<file path="src/sscs_consts.svh">
/*
  Named constants for the system clock source select block.
  Assumes inclusion by bare name from the package and the top module.
*/
`ifndef SSCS_CONSTS_SVH
`define SSCS_CONSTS_SVH

// Oscillator mode configuration codes
`define SSCS_MODE_LP       3'h0
`define SSCS_MODE_XT       3'h1
`define SSCS_MODE_HS       3'h2
`define SSCS_MODE_RC       3'h3
`define SSCS_MODE_INTERNAL_OSC_BLOCK   3'h4

// Clock source select codes; bit 1 set means internal block
`define SSCS_SRC_DEFAULT   2'h0
`define SSCS_SRC_SEC       2'h1
`define SSCS_SRC_INT_BIT   1

// Internal frequency select
`define SSCS_FREQ_RESET    4'h7
`define SSCS_SLOW_CODE_MAX 4'h2

// Start-up timer terminal count of primary oscillations
`define SSCS_OST_TERM      11'h400
`define SSCS_OST_ONE       11'h001

// Edge counts after enable for ready and for settled frequency
`define SSCS_READY_EDGES   8'h04
`define SSCS_STABLE_EDGES  8'h40
`define SSCS_EDGE_MAX      8'hFF
`define SSCS_EDGE_ONE      8'h01

// Asynchronous input positions in the synchroniser vector
`define SSCS_NUM_IN        5
`define SSCS_IN_PRI        0
`define SSCS_IN_FAST       1
`define SSCS_IN_SLOW       2
`define SSCS_IN_SEC        3
`define SSCS_IN_PIN        4

// Postscaler width and step
`define SSCS_DIV_W         9
`define SSCS_DIV_ONE       9'h001

`endif

</file>
<file path="src/sscs_pkg.sv">
/*
  Types for the system clock source select block.
  Assumes the constants header is on the include path.
*/
`include "sscs_consts.svh"

package sscs_pkg;

  typedef enum logic [2:0] {
    SW_IDLE      = 3'b000,
    SW_STARTUP   = 3'b001,
    SW_WAIT_FALL = 3'b010,
    SW_HOLD_LOW  = 3'b011,
    SW_UPDATE    = 3'b100
  } sscs_sw_state_type;

  typedef struct packed {
    logic [2:0] osc_mode;
    logic       clkout_en;
    logic       fail_mon_en;
    logic       two_speed_en;
  } sscs_cfg_type;

  typedef struct packed {
    logic fast_ready;
    logic fast_stable;
    logic slow_ready;
    logic fast_active;
    logic slow_active;
    logic ext_clk_active;
  } sscs_status_type;

  typedef struct packed {
    logic [`SSCS_NUM_IN-1:0] sync1;
    logic [`SSCS_NUM_IN-1:0] sync2;
    logic [`SSCS_NUM_IN-1:0] sync3;
    logic [`SSCS_NUM_IN-1:0] flt;
    logic [`SSCS_DIV_W-1:0]  div_cnt;
    logic [10:0]             ost_cnt;
    logic                    ost_run;
    logic                    ost_done;
    logic [7:0]              fast_cnt;
    logic [7:0]              slow_cnt;
    sscs_sw_state_type       sw;
    logic [3:0]              act_sel;
    logic [3:0]              tgt_sel;
    logic [3:0]              freq_sel;
    logic [1:0]              src_sel;
    logic                    int_lvl;
    logic                    tgt_lvl;
    logic                    sys_clk;
    logic                    cpu_hold;
    logic                    fast_en;
    logic                    slow_en;
    logic                    slow_tick;
    logic                    pin_out;
    logic                    pin_oe;
    logic                    clkin_gpio;
    sscs_status_type         status;
  } sscs_state_type;

endpackage

</file>
<file path="src/sscs_top.sv">
/*
  System clock source select: crystal start-up timer, fast and slow internal
  oscillator control, postscaler, glitch-free internal frequency switching,
  status and run-time source selection.
  Assumes all oscillator inputs are asynchronous to REF_CLK_I and much slower
  than it, and that the power-up logic pulses POR_DONE_I once after reset.
*/
`timescale 1ns/1ps
`include "sscs_consts.svh"
module sscs_top (
  // Clock and reset
  input  wire logic                      REF_CLK_I,
  input  wire logic                      RST_B_I,
  // Configuration
  input  wire sscs_pkg::sscs_cfg_type    CFG_I,
  // Software control writes
  input  wire logic                      SRC_SEL_WR_I,
  input  wire logic [1:0]                SRC_SEL_I,
  input  wire logic                      FREQ_SEL_WR_I,
  input  wire logic [3:0]                FREQ_SEL_I,
  // Start-up events and peripheral slow oscillator request
  input  wire logic                      POR_DONE_I,
  input  wire logic                      WAKE_I,
  input  wire logic                      SLEEP_I,
  input  wire logic                      PERIPH_SLOW_REQ_I,
  // Oscillator inputs
  input  wire logic                      PRIMARY_OSC_I,
  input  wire logic                      FAST_OSC_I,
  input  wire logic                      SLOW_OSC_I,
  input  wire logic                      SEC_OSC_I,
  // Oscillator enables
  output logic                           FAST_OSC_EN_O,
  output logic                           SLOW_OSC_EN_O,
  // System clock and CPU
  output logic                           SYS_CLK_O,
  output logic                           CPU_HOLD_O,
  output logic                           SLOW_TICK_O,
  // Status and control readback
  output sscs_pkg::sscs_status_type      STATUS_O,
  output logic [1:0]                     SRC_SEL_O,
  output logic [3:0]                     FREQ_SEL_O,
  // Output pin and clock input pin
  input  wire logic                      OSC_OUT_PIN_I,
  input  wire logic                      GPIO_OUT_I,
  input  wire logic                      GPIO_OE_I,
  output logic                           OSC_OUT_PIN_O,
  output logic                           OSC_OUT_PIN_OE_O,
  output logic                           GPIO_IN_O,
  output logic                           CLK_IN_PIN_GPIO_O
);
  import sscs_pkg::*;

  sscs_state_type          st_r;
  sscs_state_type          st_nxt;
  logic [`SSCS_NUM_IN-1:0] flt_new;
  logic [`SSCS_NUM_IN-1:0] rise;
  logic                    crystal;
  logic                    fail_or_ts;
  logic                    int_default;
  logic                    int_in_use;
  logic                    int_now;
  logic                    int_out;
  logic                    tgt_now;
  logic                    tgt_ready;
  logic                    sys_lvl;
  logic                    sw_busy;

  // Duplicate codes land on the same tap of one source
  function automatic logic src_level(input logic [3:0] code, input logic fast_lvl,
                                     input logic slow_lvl, input logic [`SSCS_DIV_W-1:0] div);
    case (code)
      4'hF:       src_level = fast_lvl;
      4'hE:       src_level = div[0];
      4'hD:       src_level = div[1];
      4'hC:       src_level = div[2];
      4'hB:       src_level = div[3];
      4'hA, 4'h7: src_level = div[4];
      4'h9, 4'h6: src_level = div[5];
      4'h8, 4'h5: src_level = div[6];
      4'h4:       src_level = div[7];
      4'h3:       src_level = div[8];
      default:    src_level = slow_lvl;
    endcase
  endfunction

  function automatic logic is_slow(input logic [3:0] code);
    is_slow = (code <= `SSCS_SLOW_CODE_MAX);
  endfunction

  // Level filter: a change counts once the second and third stages agree
  for (genvar i = 0; i < `SSCS_NUM_IN; i++) begin : g_filt
    assign flt_new[i] = (st_r.sync2[i] == st_r.sync3[i]) ? st_r.sync3[i] : st_r.flt[i];
    assign rise[i]    = flt_new[i] & ~st_r.flt[i];
  end

  assign crystal     = (CFG_I.osc_mode == `SSCS_MODE_LP) || (CFG_I.osc_mode == `SSCS_MODE_XT) ||
                       (CFG_I.osc_mode == `SSCS_MODE_HS);
  assign fail_or_ts  = CFG_I.fail_mon_en | CFG_I.two_speed_en;
  assign int_default = (CFG_I.osc_mode == `SSCS_MODE_INTERNAL_OSC_BLOCK) ||
                       (crystal && !st_r.ost_done && fail_or_ts);
  assign int_in_use  = st_r.src_sel[`SSCS_SRC_INT_BIT] ||
                       ((st_r.src_sel == `SSCS_SRC_DEFAULT) && int_default);
  assign int_now     = src_level(st_r.act_sel, st_r.flt[`SSCS_IN_FAST], st_r.flt[`SSCS_IN_SLOW], st_r.div_cnt);
  assign tgt_now     = src_level(st_r.tgt_sel, st_r.flt[`SSCS_IN_FAST], st_r.flt[`SSCS_IN_SLOW], st_r.div_cnt);
  assign int_out     = (st_r.sw == SW_HOLD_LOW) ? 1'b0 : int_now;
  assign tgt_ready   = is_slow(st_r.tgt_sel) ? st_r.status.slow_ready : st_r.status.fast_ready;
  assign sw_busy     = (st_r.sw != SW_IDLE);

  always_comb begin
    st_nxt       = st_r;
    st_nxt.sync1 = {OSC_OUT_PIN_I, SEC_OSC_I, SLOW_OSC_I, FAST_OSC_I, PRIMARY_OSC_I};
    st_nxt.sync2 = st_r.sync1;
    st_nxt.sync3 = st_r.sync2;
    st_nxt.flt   = flt_new;

    // Postscaler on the fast oscillator
    if (rise[`SSCS_IN_FAST]) begin
      st_nxt.div_cnt = st_r.div_cnt + `SSCS_DIV_ONE;
    end

    // Software writes; reset value of frequency select set in the flop
    if (SRC_SEL_WR_I) begin
      st_nxt.src_sel = SRC_SEL_I;
    end
    if (FREQ_SEL_WR_I) begin
      st_nxt.freq_sel = FREQ_SEL_I;
    end

    // Crystal start-up timer; a trigger outranks a sleep abort
    if ((POR_DONE_I || WAKE_I) && crystal) begin
      st_nxt.ost_run  = 1'b1;
      st_nxt.ost_done = 1'b0;
      st_nxt.ost_cnt  = '0;
    end else if (POR_DONE_I || WAKE_I || SLEEP_I) begin
      st_nxt.ost_run  = 1'b0;
      st_nxt.ost_done = 1'b0;
    end else if (st_r.ost_run && rise[`SSCS_IN_PRI]) begin
      st_nxt.ost_cnt = st_r.ost_cnt + `SSCS_OST_ONE;
      if (st_nxt.ost_cnt == `SSCS_OST_TERM) begin
        st_nxt.ost_run  = 1'b0;
        st_nxt.ost_done = 1'b1;
      end
    end

    // Oscillator enables
    st_nxt.fast_en = int_in_use && (!is_slow(st_r.act_sel) || !is_slow(st_r.freq_sel) ||
                     (sw_busy && !is_slow(st_r.tgt_sel)));
    st_nxt.slow_en = PERIPH_SLOW_REQ_I || CFG_I.fail_mon_en ||
                     (int_in_use && (is_slow(st_r.act_sel) || is_slow(st_r.freq_sel) ||
                     (sw_busy && is_slow(st_r.tgt_sel))));

    // Edge counters after enable stand in for oscillator run and settle
    if (!st_r.fast_en) begin
      st_nxt.fast_cnt = '0;
    end else if (rise[`SSCS_IN_FAST] && (st_r.fast_cnt != `SSCS_EDGE_MAX)) begin
      st_nxt.fast_cnt = st_r.fast_cnt + `SSCS_EDGE_ONE;
    end
    if (!st_r.slow_en) begin
      st_nxt.slow_cnt = '0;
    end else if (rise[`SSCS_IN_SLOW] && (st_r.slow_cnt != `SSCS_EDGE_MAX)) begin
      st_nxt.slow_cnt = st_r.slow_cnt + `SSCS_EDGE_ONE;
    end
    st_nxt.status.fast_ready  = st_r.fast_en && (st_r.fast_cnt >= `SSCS_READY_EDGES);
    st_nxt.status.fast_stable = st_r.fast_en && (st_r.fast_cnt >= `SSCS_STABLE_EDGES);
    st_nxt.status.slow_ready  = st_r.slow_en && (st_r.slow_cnt >= `SSCS_READY_EDGES);
    st_nxt.slow_tick          = st_r.slow_en && rise[`SSCS_IN_SLOW];

    // Internal frequency switch
    st_nxt.int_lvl = int_now;
    st_nxt.tgt_lvl = tgt_now;
    case (st_r.sw)
      SW_IDLE: begin
        if (st_r.freq_sel != st_r.act_sel) begin
          if (!int_in_use) begin
            st_nxt.act_sel = st_r.freq_sel;
          end else begin
            st_nxt.tgt_sel = st_r.freq_sel;
            st_nxt.tgt_lvl = src_level(st_r.freq_sel, st_r.flt[`SSCS_IN_FAST], st_r.flt[`SSCS_IN_SLOW],
                                       st_r.div_cnt);
            st_nxt.sw      = SW_STARTUP;
          end
        end
      end
      SW_STARTUP: begin
        if (tgt_ready) begin
          st_nxt.sw = SW_WAIT_FALL;
        end
      end
      SW_WAIT_FALL: begin
        if (st_r.int_lvl && !int_now) begin
          st_nxt.sw = SW_HOLD_LOW;
        end
      end
      SW_HOLD_LOW: begin
        if (!st_r.tgt_lvl && tgt_now) begin
          st_nxt.act_sel = st_r.tgt_sel;
          st_nxt.sw      = SW_UPDATE;
        end
      end
      SW_UPDATE: begin
        st_nxt.sw = SW_IDLE;
      end
      default: begin
        st_nxt.sw = SW_IDLE;
      end
    endcase

    // Active oscillator status follows the committed selection
    st_nxt.status.fast_active    = int_in_use && !is_slow(st_r.act_sel);
    st_nxt.status.slow_active    = int_in_use && is_slow(st_r.act_sel);
    st_nxt.status.ext_clk_active = (st_r.src_sel == `SSCS_SRC_DEFAULT) &&
                                   (CFG_I.osc_mode != `SSCS_MODE_INTERNAL_OSC_BLOCK) && (!crystal || st_r.ost_done);

    // System clock source
    if (st_r.src_sel[`SSCS_SRC_INT_BIT]) begin
      sys_lvl = int_out;
    end else if (st_r.src_sel == `SSCS_SRC_SEC) begin
      sys_lvl = st_r.flt[`SSCS_IN_SEC];
    end else if (CFG_I.osc_mode == `SSCS_MODE_INTERNAL_OSC_BLOCK) begin
      sys_lvl = int_out;
    end else if (crystal && !st_r.ost_done) begin
      sys_lvl = fail_or_ts ? int_out : 1'b0;
    end else begin
      sys_lvl = st_r.flt[`SSCS_IN_PRI];
    end
    st_nxt.sys_clk  = sys_lvl;
    st_nxt.cpu_hold = crystal && st_r.ost_run && !fail_or_ts &&
                      (st_r.src_sel == `SSCS_SRC_DEFAULT);

    // Output pin: clock out or general purpose outside crystal modes
    if (!crystal && CFG_I.clkout_en) begin
      st_nxt.pin_out = sys_lvl;
      st_nxt.pin_oe  = 1'b1;
    end else if (!crystal) begin
      st_nxt.pin_out = GPIO_OUT_I;
      st_nxt.pin_oe  = GPIO_OE_I;
    end else begin
      st_nxt.pin_out = 1'b0;
      st_nxt.pin_oe  = 1'b0;
    end
    st_nxt.clkin_gpio = (CFG_I.osc_mode == `SSCS_MODE_INTERNAL_OSC_BLOCK);
  end

  always_ff @(posedge REF_CLK_I or negedge RST_B_I) begin
    if (!RST_B_I) begin
      st_r          <= '0;
      st_r.freq_sel <= `SSCS_FREQ_RESET;
      st_r.act_sel  <= `SSCS_FREQ_RESET;
      st_r.tgt_sel  <= `SSCS_FREQ_RESET;
      st_r.src_sel  <= `SSCS_SRC_DEFAULT;
      st_r.sw       <= SW_IDLE;
    end else begin
      st_r <= st_nxt;
    end
  end

  assign FAST_OSC_EN_O     = st_r.fast_en;
  assign SLOW_OSC_EN_O     = st_r.slow_en;
  assign SYS_CLK_O         = st_r.sys_clk;
  assign CPU_HOLD_O        = st_r.cpu_hold;
  assign SLOW_TICK_O       = st_r.slow_tick;
  assign STATUS_O          = st_r.status;
  assign SRC_SEL_O         = st_r.src_sel;
  assign FREQ_SEL_O        = st_r.freq_sel;
  assign OSC_OUT_PIN_O     = st_r.pin_out;
  assign OSC_OUT_PIN_OE_O  = st_r.pin_oe;
  assign GPIO_IN_O         = st_r.flt[`SSCS_IN_PIN];
  assign CLK_IN_PIN_GPIO_O = st_r.clkin_gpio;
endmodule

</file>
<file path="config.mk">
export PLATFORM = sky130hd
export DESIGN_NAME = sscs_top
export DESIGN_NICKNAME = d
export VERILOG_FILES = /design/src/sscs_pkg.sv /design/src/sscs_top.sv
export VERILOG_INCLUDE_DIRS = /design/src
export SDC_FILE = /design/constraint.sdc
export NUM_CORES = 1
export LEC_CHECK = 0
export ABC_AREA = 1
export BUFFER_PORTS_ARGS = -buffer_cell sky130_fd_sc_hd__buf_2
export CELL_PAD_IN_SITES_DETAIL_PLACEMENT = 0
export CELL_PAD_IN_SITES_GLOBAL_PLACEMENT = 1
export CORE_MARGIN = 2
export CORE_UTILIZATION = 49
export CTS_BUF_LIST = sky130_fd_sc_hd__clkbuf_8
export DETAILED_ROUTE_END_ITERATION = 7
export PLACE_DENSITY_LB_ADDON = 0.1
export SYNTH_ARGS = -nofsm -noshare
export SYNTH_HDL_FRONTEND = slang
export SYNTH_SLANG_ARGS = --single-unit
</file>
<file path="constraint.sdc">
create_clock -name REF_CLK_I -period 5.2 [get_ports REF_CLK_I]
set_clock_uncertainty 0.2 [all_clocks]
set_input_delay 1.56 -clock REF_CLK_I [delete_from_list [all_inputs] [get_ports REF_CLK_I]]
set_output_delay 1.56 -clock REF_CLK_I [all_outputs]
set_load 0.01 [all_outputs]
</file>
==> summary.txt <==
Timing
  • Max-slew headroom: 46.9%
  • Worst-margin pin slew: 0.796 ns
  • Shortest period the worst path allows: 2.92 ns
  • Hold Slack: 0.155 ns
  • Final worst path period share: 56.1%
  • Sum Neg Setup Slack: 0 ns
  • Fmax: 343 MHz
  • Setup Viol. Count Final: 0
  • Final Max Tran Viols: 0
  • Unrepaired setup endpoints after global routing: false
  • Final count of hold timing violations: 0

Layout
  • Share of layout cells above drive strength 1: 17.5%
  • Post-layout nets: 644
  • Area Overhead vs Synth: 9.63%
  • Fillers: 873
  • # diodes: 0

Detailed routing
  • DRT iter0 DRCs: 153
  • Vias: 3715
  • Drt wl/cell: 12.9 um
  • DR vias/cell: 5.11
  • DRT Pass-1 Iters: 4
  • Post-DRT Antenna Nets: 0
  • Final WL: 9350 um
  • DRC viols: 0

CTS
  • Buffer count from post-CTS setup fixing: 0
  • Clk_lat worst skew: 0.36 ns
  • CTS sink cnt: 91
  • Hold buffers post-CTS: 0
  • CTS Buffer Depth: 2
  • H-tree depth: 3
  • Cts repair resizes: 0
  • TritonCTS clock tree: done
  • Root Buffer: clkbuf_8
  • CTS buffer count: 9
  • Clock transition at path regs: 0.09 ns

Synthesis
  • Cell variety after synth: 44
  • Post-Syn Nets: 601
  • Most frequent cells after synthesis: nand2_1, dfrtp_1, inv_1
  • Seq cells post-synth: 91
  • Synth top area share: 44.2%
  • Post-synth top area cell: dfrtp_1
  • Syn Area/Cell: 8.17 sq um
  • Synth warn: 0
  • Gate Count Post-Synth: 568
  • Synth top area cells: dfrtp_1, nand2_1, inv_1
  • Sequential fraction of the synthesis area: 49.3%
  • Top-count cell post-synth: nand2_1
  • Async SR Flop Fraction: 100%
  • Most used DFF post-synth: dfrtp_1
  • Post-Syn Area: 4640 sq um
  • Post-synth EDFFs: 0

Setup path
  • Crit Path Class: reg2out
  • CP max stage cell: dfstp_2
  • CP Cell Sequence: buf_2
  • CP Depth: 1
  • CP Capture Type: output pin
  • Crit-path leading delay family: flip-flops
  • Worst setup SP type: register
  • Buf/Inv on CP: 1
  • Data required, critical path: 3.44 ns
  • Biggest cell delay along the critical path: 0.64 ns
  • Worst Reg-to-Reg Cells: 11
  • CP arrival: 1.16 ns
  • Critical path fanouts, max: 8

Min path
  • Min-delay worst type: reg2reg
  • Hold path depth: 0

Placement
  • DP HPWL: 6980 um
  • GP Congestion: 0.834
  • Number of port buffers: 47

GRT
  • Initial antenna violation count: 0
  • GRT Util Overall: 19.7%
  • Met2 Use GR: 30.9%
  • Largest net degree at the start of global routing: 67
  • First-pass GRT wire length: 15900 um
  • Grt total ovfl: 0
  • Vias in the first global route: 3499
  • GRT met3 Usage: 3.59%
  • Gr busiest metal: met2
  • Routing usage on met1: 27.1%

Pwr
  • Static leakage power: 0.00253 uW
  • Pwr dens: 401 nW/um^2
  • Peak VDD IR: 0.158 mV

Floorplan
  • Placeable Area: 9200 sq um
  • Row count: 35
  • Die X: 101 um
  • Height of the die: 101 um
  • Starting density of the core: 50.4%
  • Die area: 10300 sq um
  • IO Count: 48

Outcome
  • Outcome: finished, final reports clean

Run
  • MaxCap Viol Count: 0
==> layout by cell type (no fill, tap or decap), types with 2 or more instances in the layout <==
| cell | synthesis | final |
|---|---|---|
| nand2_1 | 141 | 141 |
| dfrtp_1 | 82 | 82 |
| inv_1 | 71 | 72 |
| nor2_1 | 58 | 58 |
| buf_2 | 2 | 46 |
| nand3_1 | 37 | 37 |
| o21ai_0 | 37 | 37 |
| a21oi_1 | 19 | 19 |
| xor2_1 | 13 | 13 |
| nor3_1 | 11 | 11 |
| clkbuf_8 | 0 | 10 |
| dfstp_2 | 9 | 9 |
| nand2_2 | 9 | 9 |
| nor2_2 | 7 | 7 |
| inv_2 | 6 | 6 |
| o22ai_1 | 6 | 6 |
| ha_1 | 6 | 6 |
| nand4_1 | 4 | 4 |
| a22oi_1 | 4 | 4 |
| a21oi_2 | 3 | 3 |
| maj3_1 | 3 | 3 |
| clkinvlp_4 | 0 | 3 |
| a31oi_1 | 2 | 2 |
| xnor2_1 | 2 | 2 |
| nor2_4 | 2 | 2 |
| or2_2 | 2 | 2 |
| o21a_1 | 2 | 2 |
| buf_4 | 12 | 2 |
==> stage by stage <==
| step | setup slack, ns | std cells | area (sq um) | total power, uW | util (%) |
|---|---|---|---|---|---|
| after global routing | 2.22 | 727 | 5090 | 2200 | 55.3 |
| after detailed placement | 2.09 | 711 | 4910 | 1620 | 53.4 |
| final | 2.28 | 727 | 5090 | 2040 | 55.3 |
| after floorplan | 2.36 | 568 | 4640 | 1450 | - |
| after CTS | 2.26 | 727 | 5090 | 2060 | 55.3 |
| after global placement | 2.12 | 711 | 4910 | 1600 | 53.4 |
==> sequential cells by signal (all words and copies together), names as in the netlist <==
signal             flops
OSC_OUT_PIN_O          1
CLK_IN_PIN_GPIO_O      1
STATUS_O               6
OSC_OUT_PIN_OE_O       1
GPIO_IN_O              1
FREQ_SEL_O             4
st_r                  60
FAST_OSC_EN_O          1
st_nxt                10
SRC_SEL_O              2
SLOW_TICK_O            1
SLOW_OSC_EN_O          1
SYS_CLK_O              1
CPU_HOLD_O             1
==> path summary, 6_finish.rpt <==
check	slack (ns)	to	startpoint
min	0.15	st_nxt[80]	st_nxt[85]
min in group asynchronous	1.09	st_nxt[80]	RST_B_I
max in group asynchronous	2.80	st_r[27]	RST_B_I
max	2.28	FREQ_SEL_O[1]	FREQ_SEL_O[1]
max reg2reg	3.18	st_r[50]	st_r[51]
min reg2reg	0.15	st_nxt[80]	st_nxt[85]
==> per-layer routing <==
layer / routed length, um / part of all wire, %
met3: 352 / 3.8
met4: 180 / 1.9
met5: 0 / 0
met1: 4490 / 48
met2: 4330 / 46
==> area by class of cell <==
| type | count | area, sq um | area share (%) |
|---|---|---|---|
| clock buffer | 10 | 138 | 2.71 |
| clock inverter | 6 | 40.0 | 0.787 |
| inverter | 77 | 289 | 5.68 |
| multi-input combinational | 384 | 1950 | 38.3 |
| sequential | 91 | 2290 | 45.0 |
| tap | 111 | 139 | 2.73 |
| timing repair buffer | 48 | 245 | 4.82 |
==> report_power, final <==
| group | switching [uW] | internal, uW |
|---|---|---|
| Sequential | 130 | 834 |
| Clock | 250 | 186 |
| Combinational | 411 | 225 |
==> logic make-up (layout without fill, tap and decap cells) <==
kind of cell | count (synthesis) | in the layout | synth area share (%)
buffers and inverters | 93 | 141 | 8.71
adder cells (fa/ha/maj) | 9 | 9 | 2.27
AND/OR/NAND/NOR | 277 | 277 | 26.2
XOR/XNOR | 15 | 15 | 2.83
AO/OA/AOI/OAI | 83 | 83 | 10.7
flip-flops | 91 | 91 | 49.3
Power figures use the tool's default switching activity.
